File: src/verilog/mic_pga_regs.svh
// register offsets, field positions and reset values for the mic and pga control bank
`ifndef MIC_PGA_REGS_SVH
`define MIC_PGA_REGS_SVH
`define IDX_PLL_FRAC_HIGH 8'h25
`define IDX_PLL_FRAC_MID 8'h26
`define IDX_PLL_FRAC_LOW 8'h27
`define IDX_RSVD_A 8'h28
`define IDX_RSVD_B 8'h29
`define IDX_LEVEL_LOOP_ZC 8'h2a
`define IDX_RSVD_C 8'h2b
`define IDX_INPUT_ROUTING 8'h2c
`define IDX_AMP_GAIN 8'h2d
`define IDX_RSVD_D 8'h2e
`define RST_PLL_FRAC_HIGH 6'h0c
`define RST_PLL_FRAC_MID 9'h093
`define RST_PLL_FRAC_LOW 9'h0e9
`define RST_LEVEL_LOOP_ZC 1'h0
`define RST_MIC_BIAS 1'h0
`define RST_AUX_CONFIG 1'h0
`define RST_AUX_TO_NEG 1'h0
`define RST_MIC_NEG_TO_NEG 1'h1
`define RST_MIC_POS_TO_POS 1'h0
`define RST_AMP_ZC 1'h0
`define RST_AMP_MUTE 1'h1
`define RST_AMP_VOLUME 6'h10
`define BIT_LEVEL_LOOP_ZC 1
`define BIT_MIC_BIAS 8
`define BIT_AUX_CONFIG 3
`define BIT_AUX_TO_NEG 2
`define BIT_MIC_NEG_TO_NEG 1
`define BIT_MIC_POS_TO_POS 0
`define BIT_AMP_ZC 7
`define BIT_AMP_MUTE 6
`define BIT_AMP_VOL_MSB 5
`define BIT_AMP_VOL_LSB 0
`endif

File: src/verilog/mic_pga_pkg.sv
// types for the mic and pga control bank
package mic_pga_pkg;
  typedef struct packed {
    logic mic_bias_level_select;
    logic aux_input_config;
    logic aux_to_amp_negative;
    logic mic_neg_to_amp_negative;
    logic mic_pos_to_amp_positive;
  } routing_t;
  typedef struct packed {
    logic amp_gain_zc_update;
    logic amp_mute;
    logic [5:0] amp_volume_code;
  } amp_ctrl_t;
  typedef enum logic [2:0] {
    ST_IDLE = 3'b001,
    ST_ACK = 3'b010,
    ST_DONE = 3'b100
  } bus_state_t;
endpackage

File: src/verilog/mic_pga_pll_control_regs.sv
// avalon-mm register bank for pll fraction, level loop zero cross, input routing and pga
//
// Chosen here: register access over Avalon-MM.
`timescale 1ns/1ps
`include "mic_pga_regs.svh"
module mic_pga_pll_control_regs (
  input wire logic ref_clk, // 10 mhz register clock
  input wire logic reset_n, // async reset, active low
  input wire logic [9:0] avs_address, // byte address, word aligned
  input wire logic avs_read, // read request
  input wire logic avs_write, // write request
  input wire logic [31:0] avs_writedata, // write data
  input wire logic [3:0] avs_byteenable, // byte enables
  output logic [31:0] avs_readdata, // read data
  output logic avs_waitrequest, // stall, low on answer edge
  output logic [23:0] pll_fraction_ratio, // full fractional ratio
  output logic level_loop_zc_enable, // level loop waits for zero cross
  output mic_pga_pkg::routing_t routing, // input routing and bias
  output mic_pga_pkg::amp_ctrl_t amp_ctrl // pga controls
);
  logic [5:0] frac_high_q;
  logic [8:0] frac_mid_q;
  logic [8:0] frac_low_q;
  logic level_zc_q;
  mic_pga_pkg::routing_t routing_q;
  mic_pga_pkg::amp_ctrl_t amp_q;
  mic_pga_pkg::bus_state_t state_q;
  logic [7:0] idx;
  logic wr_take;
  logic [15:0] rd_d;

  // word index from byte address
  assign idx = avs_address[9:2];
  // write lands on the single answer edge only
  assign wr_take = avs_write && (state_q == mic_pga_pkg::ST_ACK);

  // merge byte enables into a 16-bit register image
  function automatic logic [15:0] merge(input logic [15:0] old_v, input logic [31:0] wd,
                                        input logic [3:0] be);
    logic [15:0] r;
    r = old_v;
    if (be[0]) begin
      r[7:0] = wd[7:0];
    end
    if (be[1]) begin
      r[15:8] = wd[15:8];
    end
    return r;
  endfunction

  // bus handshake: idle, one wait cycle, answer with waitrequest low, then release
  always_ff @(posedge ref_clk or negedge reset_n) begin
    if (!reset_n) begin
      state_q <= mic_pga_pkg::ST_IDLE;
    end else begin
      case (state_q)
        mic_pga_pkg::ST_IDLE: begin
          if (avs_read || avs_write) begin
            state_q <= mic_pga_pkg::ST_ACK;
          end
        end
        mic_pga_pkg::ST_ACK: begin
          state_q <= mic_pga_pkg::ST_DONE;
        end
        mic_pga_pkg::ST_DONE: begin
          state_q <= mic_pga_pkg::ST_IDLE;
        end
        default: begin
          state_q <= mic_pga_pkg::ST_IDLE;
        end
      endcase
    end
  end

  // waitrequest is registered, so it drops exactly during the answer cycle
  always_ff @(posedge ref_clk or negedge reset_n) begin
    if (!reset_n) begin
      avs_waitrequest <= 1'b1;
    end else begin
      avs_waitrequest <= !((state_q == mic_pga_pkg::ST_IDLE) && (avs_read || avs_write));
    end
  end

  // pll fraction registers
  always_ff @(posedge ref_clk or negedge reset_n) begin
    if (!reset_n) begin
      frac_high_q <= `RST_PLL_FRAC_HIGH;
      frac_mid_q <= `RST_PLL_FRAC_MID;
      frac_low_q <= `RST_PLL_FRAC_LOW;
    end else if (wr_take) begin
      if (idx == `IDX_PLL_FRAC_HIGH) begin
        frac_high_q <= 6'(merge({10'h000, frac_high_q}, avs_writedata,
                                avs_byteenable));
      end
      if (idx == `IDX_PLL_FRAC_MID) begin
        frac_mid_q <= 9'(merge({7'h00, frac_mid_q}, avs_writedata,
                               avs_byteenable));
      end
      if (idx == `IDX_PLL_FRAC_LOW) begin
        frac_low_q <= 9'(merge({7'h00, frac_low_q}, avs_writedata,
                               avs_byteenable));
      end
    end
  end

  // level loop zero cross select; bit 0 of its word is reserved and dropped
  always_ff @(posedge ref_clk or negedge reset_n) begin
    if (!reset_n) begin
      level_zc_q <= `RST_LEVEL_LOOP_ZC;
    end else if (wr_take && idx == `IDX_LEVEL_LOOP_ZC && avs_byteenable[0]) begin
      level_zc_q <= avs_writedata[`BIT_LEVEL_LOOP_ZC];
    end
  end

  // routing and bias; bits 7:4 are reserved, so only named bits are stored
  always_ff @(posedge ref_clk or negedge reset_n) begin
    if (!reset_n) begin
      routing_q.mic_bias_level_select <= `RST_MIC_BIAS;
      routing_q.aux_input_config <= `RST_AUX_CONFIG;
      routing_q.aux_to_amp_negative <= `RST_AUX_TO_NEG;
      routing_q.mic_neg_to_amp_negative <= `RST_MIC_NEG_TO_NEG;
      routing_q.mic_pos_to_amp_positive <= `RST_MIC_POS_TO_POS;
    end else if (wr_take && idx == `IDX_INPUT_ROUTING) begin
      if (avs_byteenable[1]) begin
        routing_q.mic_bias_level_select <= avs_writedata[`BIT_MIC_BIAS];
      end
      if (avs_byteenable[0]) begin
        routing_q.aux_input_config <= avs_writedata[`BIT_AUX_CONFIG];
        routing_q.aux_to_amp_negative <= avs_writedata[`BIT_AUX_TO_NEG];
        routing_q.mic_neg_to_amp_negative <= avs_writedata[`BIT_MIC_NEG_TO_NEG];
        routing_q.mic_pos_to_amp_positive <= avs_writedata[`BIT_MIC_POS_TO_POS];
      end
    end
  end

  // pga control; zero cross timing itself lives in the analog path
  always_ff @(posedge ref_clk or negedge reset_n) begin
    if (!reset_n) begin
      amp_q.amp_gain_zc_update <= `RST_AMP_ZC;
      amp_q.amp_mute <= `RST_AMP_MUTE;
      amp_q.amp_volume_code <= `RST_AMP_VOLUME;
    end else if (wr_take && idx == `IDX_AMP_GAIN && avs_byteenable[0]) begin
      amp_q.amp_gain_zc_update <= avs_writedata[`BIT_AMP_ZC];
      amp_q.amp_mute <= avs_writedata[`BIT_AMP_MUTE];
      amp_q.amp_volume_code <= avs_writedata[`BIT_AMP_VOL_MSB:`BIT_AMP_VOL_LSB];
    end
  end

  // readback mux; reserved and unmapped words read zero
  always_comb begin
    rd_d = 16'h0000;
    case (idx)
      `IDX_PLL_FRAC_HIGH: rd_d = {10'h000, frac_high_q};
      `IDX_PLL_FRAC_MID: rd_d = {7'h00, frac_mid_q};
      `IDX_PLL_FRAC_LOW: rd_d = {7'h00, frac_low_q};
      `IDX_LEVEL_LOOP_ZC: rd_d = {14'h0000, level_zc_q, 1'b0};
      `IDX_INPUT_ROUTING: rd_d = {7'h00, routing_q.mic_bias_level_select, 4'h0,
                                  routing_q.aux_input_config, routing_q.aux_to_amp_negative,
                                  routing_q.mic_neg_to_amp_negative,
                                  routing_q.mic_pos_to_amp_positive};
      `IDX_AMP_GAIN: rd_d = {8'h00, amp_q};
      default: rd_d = 16'h0000;
    endcase
  end

  // read data registered so it stands with waitrequest low
  always_ff @(posedge ref_clk or negedge reset_n) begin
    if (!reset_n) begin
      avs_readdata <= 32'h0000_0000;
    end else if (state_q == mic_pga_pkg::ST_IDLE && avs_read) begin
      avs_readdata <= {16'h0000, rd_d};
    end
  end

  // analog and pll control outputs, registered copies of the fields
  always_ff @(posedge ref_clk or negedge reset_n) begin
    if (!reset_n) begin
      pll_fraction_ratio <= {`RST_PLL_FRAC_HIGH, `RST_PLL_FRAC_MID, `RST_PLL_FRAC_LOW};
      level_loop_zc_enable <= `RST_LEVEL_LOOP_ZC;
      // outputs carry the field defaults, so the amp is muted while reset is held
      routing <= {`RST_MIC_BIAS, `RST_AUX_CONFIG, `RST_AUX_TO_NEG, `RST_MIC_NEG_TO_NEG,
                  `RST_MIC_POS_TO_POS};
      amp_ctrl <= {`RST_AMP_ZC, `RST_AMP_MUTE, `RST_AMP_VOLUME};
    end else begin
      pll_fraction_ratio <= {frac_high_q, frac_mid_q, frac_low_q};
      level_loop_zc_enable <= level_zc_q;
      routing <= routing_q;
      amp_ctrl <= amp_q;
    end
  end

  // after reset the amp is muted and mic negative is routed, fields and outputs alike
  a_reset_defaults: assert property (@(posedge ref_clk) disable iff (!reset_n)
    $rose(reset_n) |-> amp_q.amp_mute && routing_q.mic_neg_to_amp_negative &&
    amp_ctrl.amp_mute && routing.mic_neg_to_amp_negative)
    else $error("reset defaults wrong");

  a_reset_outputs: assert property (@(posedge ref_clk) disable iff (!reset_n)
    $rose(reset_n) |-> pll_fraction_ratio == {`RST_PLL_FRAC_HIGH, `RST_PLL_FRAC_MID,
    `RST_PLL_FRAC_LOW} && amp_ctrl.amp_volume_code == `RST_AMP_VOLUME)
    else $error("reset outputs wrong");

  // each written field shows on its output one cycle after the answer edge
  a_vol_write: assert property (@(posedge ref_clk) disable iff (!reset_n)
    (wr_take && idx == `IDX_AMP_GAIN && avs_byteenable[0]) |=> ##1
    amp_ctrl.amp_volume_code == $past(avs_writedata[5:0], 2))
    else $error("volume write not reflected");

  a_mute_write: assert property (@(posedge ref_clk) disable iff (!reset_n)
    (wr_take && idx == `IDX_AMP_GAIN && avs_byteenable[0]) |=> ##1
    amp_ctrl.amp_mute == $past(avs_writedata[`BIT_AMP_MUTE], 2))
    else $error("mute write not reflected");

  a_amp_zc_write: assert property (@(posedge ref_clk) disable iff (!reset_n)
    (wr_take && idx == `IDX_AMP_GAIN && avs_byteenable[0]) |=> ##1
    amp_ctrl.amp_gain_zc_update == $past(avs_writedata[`BIT_AMP_ZC], 2))
    else $error("gain timing write not reflected");

  a_aux_mode_write: assert property (@(posedge ref_clk) disable iff (!reset_n)
    (wr_take && idx == `IDX_INPUT_ROUTING && avs_byteenable[0]) |=> ##1
    routing.aux_input_config == $past(avs_writedata[`BIT_AUX_CONFIG], 2))
    else $error("aux mode write not reflected");

  a_aux_neg_write: assert property (@(posedge ref_clk) disable iff (!reset_n)
    (wr_take && idx == `IDX_INPUT_ROUTING && avs_byteenable[0]) |=> ##1
    routing.aux_to_amp_negative == $past(avs_writedata[`BIT_AUX_TO_NEG], 2))
    else $error("aux switch write not reflected");

  a_mic_negative_pin_neg_write: assert property (@(posedge ref_clk) disable iff (!reset_n)
    (wr_take && idx == `IDX_INPUT_ROUTING && avs_byteenable[0]) |=> ##1
    routing.mic_neg_to_amp_negative == $past(avs_writedata[`BIT_MIC_NEG_TO_NEG], 2))
    else $error("mic negative write not reflected");

  a_mic_positive_pin_pos_write: assert property (@(posedge ref_clk) disable iff (!reset_n)
    (wr_take && idx == `IDX_INPUT_ROUTING && avs_byteenable[0]) |=> ##1
    routing.mic_pos_to_amp_positive == $past(avs_writedata[`BIT_MIC_POS_TO_POS], 2))
    else $error("mic positive write not reflected");

  a_bias_write: assert property (@(posedge ref_clk) disable iff (!reset_n)
    (wr_take && idx == `IDX_INPUT_ROUTING && avs_byteenable[1]) |=> ##1
    routing.mic_bias_level_select == $past(avs_writedata[8], 2))
    else $error("bias select not followed");

  a_zc_write: assert property (@(posedge ref_clk) disable iff (!reset_n)
    (wr_take && idx == `IDX_LEVEL_LOOP_ZC && avs_byteenable[0]) |=> ##1
    level_loop_zc_enable == $past(avs_writedata[1], 2))
    else $error("level zero cross not followed");

  a_frac_follow: assert property (@(posedge ref_clk) disable iff (!reset_n)
    (wr_take && idx == `IDX_PLL_FRAC_LOW && avs_byteenable == 4'hf) |=> ##1
    pll_fraction_ratio[8:0] == $past(avs_writedata[8:0], 2))
    else $error("fraction low not followed");

  a_frac_mid_write: assert property (@(posedge ref_clk) disable iff (!reset_n)
    (wr_take && idx == `IDX_PLL_FRAC_MID && avs_byteenable == 4'hf) |=> ##1
    pll_fraction_ratio[17:9] == $past(avs_writedata[8:0], 2))
    else $error("fraction mid not followed");

  a_frac_high_write: assert property (@(posedge ref_clk) disable iff (!reset_n)
    (wr_take && idx == `IDX_PLL_FRAC_HIGH && avs_byteenable[0]) |=> ##1
    pll_fraction_ratio[23:18] == $past(avs_writedata[5:0], 2))
    else $error("fraction high not followed");

  // reserved words and bits read zero and swallow writes
  a_rsvd_zero: assert property (@(posedge ref_clk) disable iff (!reset_n)
    (state_q == mic_pga_pkg::ST_IDLE && avs_read && (idx == `IDX_RSVD_A ||
    idx == `IDX_RSVD_B || idx == `IDX_RSVD_C || idx == `IDX_RSVD_D)) |=>
    avs_readdata == 32'h0000_0000)
    else $error("reserved word not zero");

  a_rsvd_write_ignored: assert property (@(posedge ref_clk) disable iff (!reset_n)
    (wr_take && (idx == `IDX_RSVD_A || idx == `IDX_RSVD_B || idx == `IDX_RSVD_C ||
    idx == `IDX_RSVD_D)) |=> ##1 $stable(pll_fraction_ratio) && $stable(routing) &&
    $stable(amp_ctrl) && $stable(level_loop_zc_enable))
    else $error("reserved write changed an output");

  a_upper_zero: assert property (@(posedge ref_clk) disable iff (!reset_n)
    !avs_waitrequest |-> avs_readdata[31:9] == 23'h000000)
    else $error("reserved bits nonzero");

  a_level_rsvd_read: assert property (@(posedge ref_clk) disable iff (!reset_n)
    (state_q == mic_pga_pkg::ST_IDLE && avs_read && idx == `IDX_LEVEL_LOOP_ZC) |=>
    avs_readdata[15:2] == 14'h0000 && !avs_readdata[0])
    else $error("level word reserved bits nonzero");

  a_route_rsvd_read: assert property (@(posedge ref_clk) disable iff (!reset_n)
    (state_q == mic_pga_pkg::ST_IDLE && avs_read && idx == `IDX_INPUT_ROUTING) |=>
    avs_readdata[15:9] == 7'h00 && avs_readdata[7:4] == 4'h0)
    else $error("routing word reserved bits nonzero");

  // every access, reserved ones too, is answered after one wait cycle
  a_ack_bound: assert property (@(posedge ref_clk) disable iff (!reset_n)
    (state_q == mic_pga_pkg::ST_IDLE && (avs_read || avs_write)) |=> !avs_waitrequest ##1
    avs_waitrequest)
    else $error("answer timing wrong");
endmodule

File: config.mk
export PLATFORM = sky130hd
export DESIGN_NAME = mic_pga_pll_control_regs
export DESIGN_NICKNAME = d
export VERILOG_FILES = /design/src/verilog/mic_pga_pkg.sv /design/src/verilog/mic_pga_pll_control_regs.sv
export VERILOG_INCLUDE_DIRS = /design/src /design/src/verilog
export SDC_FILE = /design/constraint.sdc
export NUM_CORES = 1
export LEC_CHECK = 0
export BUFFER_PORTS_ARGS = -buffer_cell sky130_fd_sc_hd__buf_2
export CORE_ASPECT_RATIO = 1.5
export CORE_MARGIN = 2
export CORE_UTILIZATION = 45
export CTS_CLUSTER_DIAMETER = 200
export CTS_CLUSTER_SIZE = 14
export DETAILED_ROUTE_END_ITERATION = 12
export GPL_TIMING_DRIVEN = 0
export PLACE_DENSITY = 0.78
export SYNTH_ARGS = -nofsm -noshare
export SYNTH_HDL_FRONTEND = slang
export SYNTH_SLANG_ARGS = --single-unit
export TNS_END_PERCENT = 1
File: constraint.sdc
create_clock -name ref_clk -period 2.7 [get_ports ref_clk]
set_input_delay 0.27 -clock ref_clk [delete_from_list [all_inputs] [get_ports ref_clk]]
set_output_delay 0.27 -clock ref_clk [all_outputs]
set_load 0.05 [all_outputs]
---- After elaboration in Yosys (flattened, before gate mapping) ----
Cells that the tools add are included.
storage, ports and cells
  input port bits ......................... 50
  register bits ........................... 96
  output and inout port bits .............. 71
  logic and storage cells ................. 56
operators by class
  reductions and logical operators ........ 17
  equal/unequal tests ..................... 9
  multiplexer cells ....................... 3
operators by type and width
  kind                  number
  $pmux W9 S6           1
  $eq A8 B6 Y1 const B  6
  $reduce_and A3 Y1     5
  $logic_and A1 B1 Y1   8
  $pmux W3 S2           1
  $reduce_and A2 Y1     2
  $eq A3 B1 Y1 const B  1
  $eq A3 B2 Y1 const B  1
  $mux W3               1
  $ne A2 B1 Y1 const B  1
  $logic_not A1 Y1      1
  $logic_or A1 B1 Y1    1

---- Logic depth before layout (Yosys ltp) ----
Gate-level depths: netlist of run 1.
  depth in word-level cells ............... 4
  gate-level depth with buffers ........... 6
  mapped depth without buffers ............ 4

---- Worst setup path before layout of run 1 ----
No wires, ideal clock.
  kind .................................... in2reg
  start point ............................. in avs_address[6]
  end point ............................... reg frac_low_q[1]
  setup slack ............................. 0.949 ns
  setup time .............................. 0.125 ns
  stages .................................. 5
  arrival time ............................ 1.626 ns
  path through ............................ or4b_4 -> nor2_4 -> and4_1 -> buf_4 -> mux2_2
between the ends
  cells in the longest elaborated chain, start to end .. 2
RTL lines
  item                                RTL line                         source
  start, declared                     mic_pga_pll_control_regs.sv:9    input wire logic [9:0] avs_address,
  $eq A8 B6 Y1                        --
  $reduce_and A3 Y1 (no source line)  --
  end signal, assigned                mic_pga_pll_control_regs.sv:89   frac_low_q <= `RST_PLL_FRAC_LOW;
  end signal, assigned                mic_pga_pll_control_regs.sv:100  frac_low_q <= 9'(merge({7'h00, frac_low_q}, avs_writedata,
  end, declared                       mic_pga_pll_control_regs.sv:23   logic [8:0] frac_low_q;
Every way passes these cells.
A chain may end at the register's enable or synchronous reset.

---- Final worst setup path of run 1 ----
  start point ............................. reg state_q[2]
  end point ............................... reg amp_q[1] (netlist name)
between the ends
  cells in the longest elaborated chain, start to end .. 4
RTL lines
  item                                  RTL line                         source
  start, declared                       mic_pga_pll_control_regs.sv:27   mic_pga_pkg::bus_state_t state_q;
  start signal, assigned                mic_pga_pll_control_regs.sv:54   state_q <= mic_pga_pkg::ST_IDLE;
  start signal, assigned                mic_pga_pll_control_regs.sv:59   state_q <= mic_pga_pkg::ST_ACK;
  start signal, assigned                mic_pga_pll_control_regs.sv:63   state_q <= mic_pga_pkg::ST_DONE;
  $eq A3 B2 Y1                          mic_pga_pll_control_regs.sv:35   assign wr_take = avs_write && (state_q == mic_pga_pkg::ST_ACK);
  $logic_and A1 B1 Y1                   mic_pga_pll_control_regs.sv:35
  $logic_and A1 B1 Y1 (no source line)  --
  $logic_and A1 B1 Y1                   mic_pga_pll_control_regs.sv:142  end else if (wr_take && idx == `IDX_AMP_GAIN && avs_byteenable[0]) begin
  end, declared                         mic_pga_pll_control_regs.sv:26   mic_pga_pkg::amp_ctrl_t amp_q;
Every way passes these cells.

==> results of run 1 <==
report_power, final:
group / internal, mW / switching, mW
registers: 1.38 / 0.0247
clock network: 0.670 / 0.465
logic: 0.0917 / 0.234
synthesized netlist by cell type (2+ instances only):
library cell	instances	area share, %
dfrtp_1	59	42
mux2_2	48	15
dfstp_2	30	22
buf_4	25	5.3
nand2_1	10	1.1
a32oi_1	9	2.2
o21ai_0	9	1.3
clkbuf_1	6	0.64
a22o_1	4	0.99
nand3_1	4	0.57
mux2i_1	3	0.85
nand2b_1	3	0.53
nor2b_1	3	0.53
nor3b_1	3	0.64
a2bb2oi_1	2	0.50
and3_1	2	0.35
and4_1	2	0.50
buf_2	2	0.28
nand4_1	2	0.35
nor2_1	2	0.21
o21a_1	2	0.42
sequential cells by signal (all words and copies together), names as in the netlist:
register              cells
routing                   5
level_loop_zc_enable      1
routing_q                 5
frac_high_q               6
frac_mid_q                9
avs_waitrequest           1
level_zc_q                1
frac_low_q                9
pll_fraction_ratio       24
amp_ctrl                  8
avs_readdata              9
state_q                   3
amp_q                     8
logic make-up after synthesis:
family          count (synthesis)
compound gates                 29
buf+inv                        34
flops                          89
mux                            51
other cells                     1
simple gates                   39
area by class of cell:
cell class	count	area, µm²
Buffer	33	220
Multi-Input combinational cell	142	1130
Sequential cell	89	2260
Fill cell	642	3210
Inverter	1	3.75
Timing Repair Buffer	71	385
Tap cell	102	128
Clock buffer	15	268
cells in the final DEF (no fill, tap or decap), drive strengths merged, types with 2 or more instances in the layout:
cell / n
a22o: 4
a2bb2oi: 2
a32oi: 9
and3: 2
and4: 2
buf: 97
clkbuf: 21
conb: 23
dfrtp: 59
dfstp: 30
mux2: 48
mux2i: 3
nand2: 10
nand2b: 3
nand3: 5
nand4: 2
nor2: 3
nor2b: 3
nor3b: 4
o21a: 2
o21ai: 9
through the flow:
stage / area, µm² / hold slack, ns / utilization (%)
5_1_grt: 4400 / 0.190 / 57.8
6_report: 4400 / 0.195 / 57.8
3_3_place_gp: 4090 / 0.361 / 53.7
4_1_cts: 4400 / 0.186 / 57.8
3_5_place_dp: 4120 / 0.193 / 54.1
2_1_floorplan: 3620 / -0.0256 / -
worst paths after layout:
check / slack (ns) / cells after the start / start / to
min in group asynchronous: 0.38 / 2 / reset_n / amp_ctrl[2]
worst min register to register: 0.37 / 0 / frac_low_q[3] / pll_fraction_ratio[3]
max in group asynchronous: 1.67 / 3 / reset_n / amp_q[6]
worst max-delay path: 0.66 / 6 / state_q[2] / amp_q[1]
worst max register to register: 0.66 / 6 / state_q[2] / amp_q[1]
worst min-delay path: 0.20 / 2 / avs_writedata[7] / amp_q[7]
layer usage:
layer	vias up	track usage (%)
li1	1027	-
met2	76	30.8
met4	0	12.2
met3	18	3.86
met5	-	0
met1	1094	21.1
==> flow_metrics.tcl, run 1 <==
set metrics [dict create \
    fin_skew_ns 0.00518 \
    dpl.hpwl_um 5210 \
    power_density_nw_per_um2 652 \
    grt_usage_pct 18.3 \
    path_class "register to register" \
    async_reset_ff_share_pct 100 \
    dp.cells 437 \
    wire_per_inst_um 16.2 \
    cp-start-kind "register" \
    gp_congestion 0.836 \
    grt_first_pass_wirelength_um 11700 \
    worst_slack_ns 0.657 \
    fp.coreArea_um2 7610 \
    finalPower_mw 2.87 \
    viasPerCell 4.89 \
    worstPathCellList "nor3b_2 > and3_1 > clkbuf_1 > and2_1 > buf_2 > mux2_2" \
    drc 0 \
    holdBufCountCts 1 \
    place_ws_ns 0.549 \
    report.final.slew_viol_count 0 \
    h-tree-depth 3 \
    ant_nets 0 \
    area_growth_pct 24.4 \
    post-cts-setup-buffer-count 0 \
    critPathCaptureType "register" \
    ys_ff_latch 89 \
    slowest_stage "dfrtp_1" \
    firstDrtPassIters 4 \
    cts_buffer_depth 2 \
    die_y_um 113 \
    leakage_nw 2.25 \
    relSlewSlack_pct 55.2 \
    fin_cells 453 \
    io_buffers 69 \
    max-cap-violations 0 \
    peakVddDrop_mv 0.375 \
    clock-sinks 89 \
    crit_required_ns 2.92 \
    antenna_found_initial 0 \
    cts_tree "yes" \
    die_area_um2 8600 \
    grt.overflow.total 0 \
    arrival_ns 2.27 \
    diodes 0 \
    synth-compound-area-share_pct 6.12 \
    clock-root-buffer "clkbuf_16" \
    ys_types 34 \
    io_pins 121 \
    ys_seq_area_share_pct 64.0 \
    synth-adder-area-share_pct 0 \
    cts_inserted_buffers 9 \
    clkTransAtPathRegs_ns 0.06 \
    post_cts_resized 0 \
    synth_area_um2 3540 \
    yosys.area_share.simple_pct 7.25 \
    fmax_mhz 490 \
    cp_num_buf_inv 2 \
    synth_cells 243 \
    tightest_slew_ns 0.673 \
    final_nets 397 \
    drive_above_1_share_pct 54.7 \
    hold_violations 0 \
    wl_met2_um 3840 \
    critPathTopFamily "simple AND/OR/NAND/NOR gates" \
    hold_class "input port to register" \
    synthMuxAreaShare_pct 16.1 \
    insertion_delay_ns 0.34 \
    met1_length_um 2880 \
    top_layer_used "met4" \
    wl_met3_um 345 \
    synth_xor_area_share_pct 0 \
    die_width_um 76.4 \
    initial_core_util_pct 46.4 \
    setup-violations-final 0 \
    syn_area_per_cell_um2 14.6 \
    setup-tns-final_ns 0 \
    first_global_vias 2270 \
    synth_edf_count 0 \
    synth_flop_cell "dfrtp_1" \
    grt_max_degree 65 \
    critPathMaxStageDelay_ns 0.41 \
    wirelength_um 7330 \
    num_rows 39 \
    critPathMaxFanout 8 \
    ys_warn_count 0 \
    vias 2215 \
    rsz0062_at_grt "no" \
    status "completed" \
    synth_top_family_by_area "multiplexers" \
    period_minus_slack_ns 2.04 \
    min_period_over_period_pct 75.7 \
    drt_iter0_drc 96 \
]
(Power assumes the default switching activity.)
==> run 2: changes to the inputs <==
--- a/config.mk
+++ b/config.mk
@@ -6,6 +6,7 @@
 export SDC_FILE = /design/constraint.sdc
 export NUM_CORES = 1
 export LEC_CHECK = 0
+export ABC_AREA = 1
 export BUFFER_PORTS_ARGS = -buffer_cell sky130_fd_sc_hd__buf_2
 export CORE_ASPECT_RATIO = 1.5
 export CORE_MARGIN = 2
@@ -14,7 +15,7 @@
 export CTS_CLUSTER_SIZE = 14
 export DETAILED_ROUTE_END_ITERATION = 12
 export GPL_TIMING_DRIVEN = 0
-export PLACE_DENSITY = 0.78
+export PLACE_DENSITY = 0.77
 export SYNTH_ARGS = -nofsm -noshare
 export SYNTH_HDL_FRONTEND = slang
 export SYNTH_SLANG_ARGS = --single-unit
==> constraint.sdc (replaced) <==
create_clock -name ref_clk -period 1.9 [get_ports ref_clk]
set_input_delay 0.19 -clock ref_clk [delete_from_list [all_inputs] [get_ports ref_clk]]
set_output_delay 0.19 -clock ref_clk [all_outputs]
set_load 0.05 [all_outputs]
==> flow_metrics.tcl, run 2 <==
set metrics [dict create \
    status "completed" \
    ys_types 28 \
    whs_ns 0.0994 \
    hold_depth 3 \
    rsz0062_at_grt "no" \
    critPathCaptureType "register" \
    worstHoldEndpoint "avs_waitrequest" \
    final_common_cell "nand2_1" \
    yosysTopAreaCellShare_pct 40.2 \
    die_width_um 77.8 \
    ys_ff_latch 89 \
    critPathMaxFanout 10 \
    r2r-start "state_q[0]" \
    ant_nets 0 \
    post-cts-setup-buffer-count 0 \
    worstPathCellList "nand3_1 > nor2_2 > inv_1 > buf_2 > o21bai_1 > nand2_1" \
    drive_above_1_share_pct 41.8 \
    wirelength_um 8040 \
    vias 2675 \
    slowest_stage "dfstp_2" \
    hold_start "avs_read" \
    synth_cells 345 \
    relSlewSlack_pct 56.3 \
    ys_seq_area_share_pct 61.6 \
    die_y_um 115 \
    clkTransAtPathRegs_ns 0.06 \
    gp_congestion 0.785 \
    async_reset_ff_share_pct 100 \
    synth_area_um2 3670 \
    reg2reg_to "avs_readdata[2]" \
    final_nets 500 \
    drc 0 \
    tightest_slew_ns 0.653 \
    path_class "register to register" \
    fin_util_pct 57.2 \
    setup-violations-final 0 \
    max-cap-violations 0 \
    report.final.slew_viol_count 0 \
    cp-start-kind "register" \
    grt.overflow.total 0 \
    grt_first_pass_wirelength_um 12700 \
    power_density_nw_per_um2 932 \
    place_ws_ns 0.0654 \
    n_fill_cell 681 \
    cts_inserted_buffers 9 \
    initial_core_util_pct 46.2 \
    num_rows 40 \
    area_growth_pct 24.0 \
    clock-sinks 89 \
    period_minus_slack_ns 1.68 \
    top_register "pll_fraction_ratio" \
    grt_usage_pct 18.7 \
    arrival_ns 1.95 \
    viasPerCell 4.78 \
    hold_class "input port to register" \
    synth_edf_count 0 \
    antenna_found_initial 0 \
    worst_slack_ns 0.219 \
    setup-tns-final_ns 0 \
    yosys-top-cells-area "dfrtp_1, dfstp_2, nand2_1" \
    crit_required_ns 2.17 \
    synthTopCellsByCount "nand2_1, dfrtp_1, nand3_1" \
    clock-root-buffer "clkbuf_16" \
    fmax_mhz 595 \
    drt_iter0_drc 243 \
    min_period_over_period_pct 88.5 \
    fp.coreArea_um2 7960 \
    first_global_vias 2598 \
    insertion_delay_ns 0.34 \
    critPathMaxStageDelay_ns 0.55 \
    io_buffers 70 \
    peakVddDrop_mv 0.442 \
    synth_flop_cell "dfrtp_1" \
    final_cell_mix "nand2_1, buf_2, dfrtp_1" \
    synth_largest_area_cell "dfrtp_1" \
    cts_buffer_depth 2 \
    dpl.hpwl_um 5700 \
    largest_reg_flops 24 \
    cts_tree "yes" \
    wire_per_inst_um 14.4 \
    die_area_um2 8920 \
    syn_area_per_cell_um2 10.6 \
    diodes 0 \
    r2r_slack_ns 0.22 \
    io_pins 121 \
    hold_violations 0 \
    grt_max_degree 77 \
    yosysMostFrequentCell "nand2_1" \
    firstDrtPassIters 4 \
    ys_warn_count 0 \
    fin_skew_ns 0.00674 \
    h-tree-depth 3 \
    reg2regPathDepth 6 \
    leakage_nw 2.47 \
]
## run 2: power breakdown
part           internal [mW]  leakage (nW)  switching [mW]
sequential              1.98          1.12          0.0370
clock                  0.952         0.139           0.691
combinational          0.145          1.21           0.444
total                   3.08          2.47            1.17
## run 2: per-stage QoR
stage	cell area (µm²)	power, mW	instances
detailed placement	4270	2.64	543
CTS	4550	4.25	560
floorplan	3760	2.47	367
finish	4560	4.25	560
global placement	4240	2.61	542
global route	4560	4.38	560
## run 2: timing repair
| item | in CTS | in global routing |
|---|---|---|
| hold buffers | 1 | 0 |
| gates resized for setup | 0 | 1 |
| endpoints found under the hold margin | 13 | 0 |
| setup endpoints to repair | 0 | 3 |
## run 2: critical path, delay by kind of cell (launching register included)
kind	cells	cell delay [ns]
buf+inv	2	0.34
simple gates	3	0.54
flops	1	0.55
compound gates	1	0.18
## run 2: per-layer routing
layer  wire length, µm  GRT usage [%]  up-vias
met3               368           2.37       16
met2              4270           32.5       81
met5                 0              0        -
li1                  -              -     1284
met4               204           9.52        0
met1              3200           22.8     1294
## run 2: how the worst max path moves through the flow
| stage | depth (start not counted) | to | slack [ns] | startpoint |
|---|---|---|---|---|
| after floorplan | 6 | avs_readdata[2] | 0.49 | state_q[0] |
| after global placement | 1 | amp_ctrl[7] | 0.007 | reset_n |
| after detailed placement | 6 | avs_readdata[3] | 0.07 | state_q[0] |
| after CTS | 6 | avs_readdata[2] | 0.03 | state_q[0] |
| after global routing | 6 | avs_readdata[2] | 0.15 | state_q[0] |
| final | 6 | avs_readdata[2] | 0.22 | state_q[0] |
## run 2: area by class of cell
| type | instances | area [µm²] | area share [%] |
|---|---|---|---|
| Sequential cell | 89 | 2260 | 49.7 |
| Inverter | 31 | 116 | 2.55 |
| Clock buffer | 13 | 260 | 5.71 |
| Timing Repair Buffer | 72 | 390 | 8.57 |
| Buffer | 31 | 238 | 5.22 |
| Clock inverter | 3 | 15.0 | 0.330 |
| Multi-Input combinational cell | 216 | 1140 | 25.0 |
| Tap cell | 105 | 131 | 2.88 |
## run 2: kinds of logic (layout without fill, tap and decap cells)
kind of cell    count (synthesis)  in the layout  synth area share (%)
flops                          89             89                  61.6
buf+inv                        62            150                  9.64
other cells                     1             23                 0.102
simple gates                  146            146                  19.0
compound gates                 47             47                  9.64
==> run 3: changes to the inputs <==
--- a/config.mk
+++ b/config.mk
@@ -16,6 +16,7 @@
 export DETAILED_ROUTE_END_ITERATION = 12
 export GPL_TIMING_DRIVEN = 0
 export PLACE_DENSITY = 0.77
+export RECOVER_POWER = 50
 export SYNTH_ARGS = -nofsm -noshare
 export SYNTH_HDL_FRONTEND = slang
 export SYNTH_SLANG_ARGS = --single-unit
==> flow_metrics.tcl, run 3 (synthesis gave the netlist of run 2 again) <==
set metrics [dict create \
    wire_per_inst_um 14.3 \
    arrival_ns 1.98 \
    clock-root-buffer "clkbuf_16" \
    drive_above_1_share_pct 38.2 \
    area_growth_pct 23.5 \
    crit_required_ns 2.17 \
    initial_core_util_pct 46.2 \
    period_minus_slack_ns 1.71 \
    slowest_stage "dfstp_1" \
    grt.overflow.total 0 \
    top_usage_layer "met2" \
    io_buffers 70 \
    rsz0062_at_grt "no" \
    clock-sinks 89 \
    fmax_mhz 585 \
    insertion_delay_ns 0.34 \
    fin_cells 560 \
    setup-violations-final 0 \
    register_area_um2 2260 \
    grt_max_degree 77 \
    hold_class "input port to register" \
    num_rows 40 \
    min_period_over_period_pct 90.0 \
    path_class "register to register" \
    largest_reg_flops 24 \
    drt_iter0_drc 247 \
    critPathMaxFanout 10 \
    die_area_um2 8920 \
    diodes 0 \
    report.final.slew_viol_count 0 \
    die_width_um 77.8 \
    dpl.hpwl_um 5700 \
    cts_tree "yes" \
    die_y_um 115 \
    n_fill_cell 686 \
    status "completed" \
    relSlewSlack_pct 51.1 \
    peakVddDrop_mv 0.439 \
    whs_ns 0.102 \
    final_nets 500 \
    power_density_nw_per_um2 932 \
    critPathMaxStageDelay_ns 0.57 \
    dp.cells 543 \
    final_common_cell "nand2_1" \
    place_ws_ns 0.0654 \
    antenna_found_initial 0 \
    wirelength_um 8010 \
    use_met2_pct 32.5 \
    cts_inserted_buffers 9 \
    top_register "pll_fraction_ratio" \
    fin_skew_ns 0.00722 \
    grt_usage_pct 18.7 \
    drc 0 \
    max-cap-violations 0 \
    first_global_vias 2598 \
    setup-tns-final_ns 0 \
    gp_congestion 0.785 \
    ant_nets 0 \
    hold_violations 0 \
    h-tree-depth 3 \
    worstPathCellList "nand3_1 > nor2_2 > inv_1 > buf_2 > o21bai_1 > nand2_1" \
    grt_first_pass_wirelength_um 12700 \
    fp.coreArea_um2 7960 \
    critPathCaptureType "register" \
    tightest_slew_ns 0.733 \
    final_cell_mix "nand2_1, buf_2, dfrtp_1" \
    leakage_nw 2.47 \
    multi_input_area_um2 1140 \
    cp-start-kind "register" \
    worst_slack_ns 0.191 \
    post-cts-setup-buffer-count 0 \
    grt.met1_usage_pct 22.8 \
    io_pins 121 \
    cp_num_buf_inv 2 \
    viasPerCell 4.79 \
    grt.met3_usage_pct 2.37 \
    clkTransAtPathRegs_ns 0.06 \
    firstDrtPassIters 4 \
    critPathTopFamily "flip-flops" \
    vias 2685 \
    cts_buffer_depth 2 \
]
[run 3: final timing paths]
kind	start	endpoint	cells past startpoint	slack, ns
setup / recovery	state_q[0]	avs_readdata[2]	6	0.19
hold / removal	avs_read	avs_waitrequest	3	0.10
setup reg to reg	state_q[0]	avs_readdata[2]	6	0.19
hold reg to reg	routing_q[4]	routing[4]	0	0.38
max in group asynchronous	reset_n	frac_mid_q[6]	3	0.36
min in group asynchronous	reset_n	amp_ctrl[0]	2	0.45
[run 3: layer usage]
layer / wire, µm / up-vias
li1: - / 1284
met1: 3160 / 1301
met2: 4250 / 82
met3: 361 / 18
met4: 234 / 0
met5: 0 / -
[run 3: tightest hold or removal path, delay by kind of cell]
kind                   cells  cell delay (ns)
buffers and inverters      1             0.09
and+or+nand+nor            2             0.15
[run 3: repair_timing]
action / CTS / global route
hold buffers: 1 / 0
endpoints found under the hold margin: 13 / 0
setup endpoints to repair: 0 / 3
gates resized for setup: 0 / 1
[run 3: power breakdown]
part	internal, mW	total (mW)	switching [mW]
Sequential	1.97	2.01	0.0371
Clock	0.952	1.64	0.684
Combinational	0.141	0.584	0.443
Total	3.06	4.23	1.16
[run 3: layout make-up]
cell class	count	area share, %
Sequential cell	89	49.9
Multi-Input combinational cell	216	25.1
Timing Repair Buffer	72	8.17
Clock buffer	13	5.74
Buffer	31	5.24
Tap cell	105	2.90
Inverter	31	2.57
Clock inverter	3	0.331
[run 3: metrics by stage]
step	power, mW	instance area (µm²)	utilization [%]
2_1_floorplan	2.47	3760	-
3_3_place_gp	2.61	4240	53.3
3_5_place_dp	2.64	4270	53.6
4_1_cts	4.25	4550	57.2
5_1_grt	4.36	4540	57.0
6_report	4.23	4540	57.0
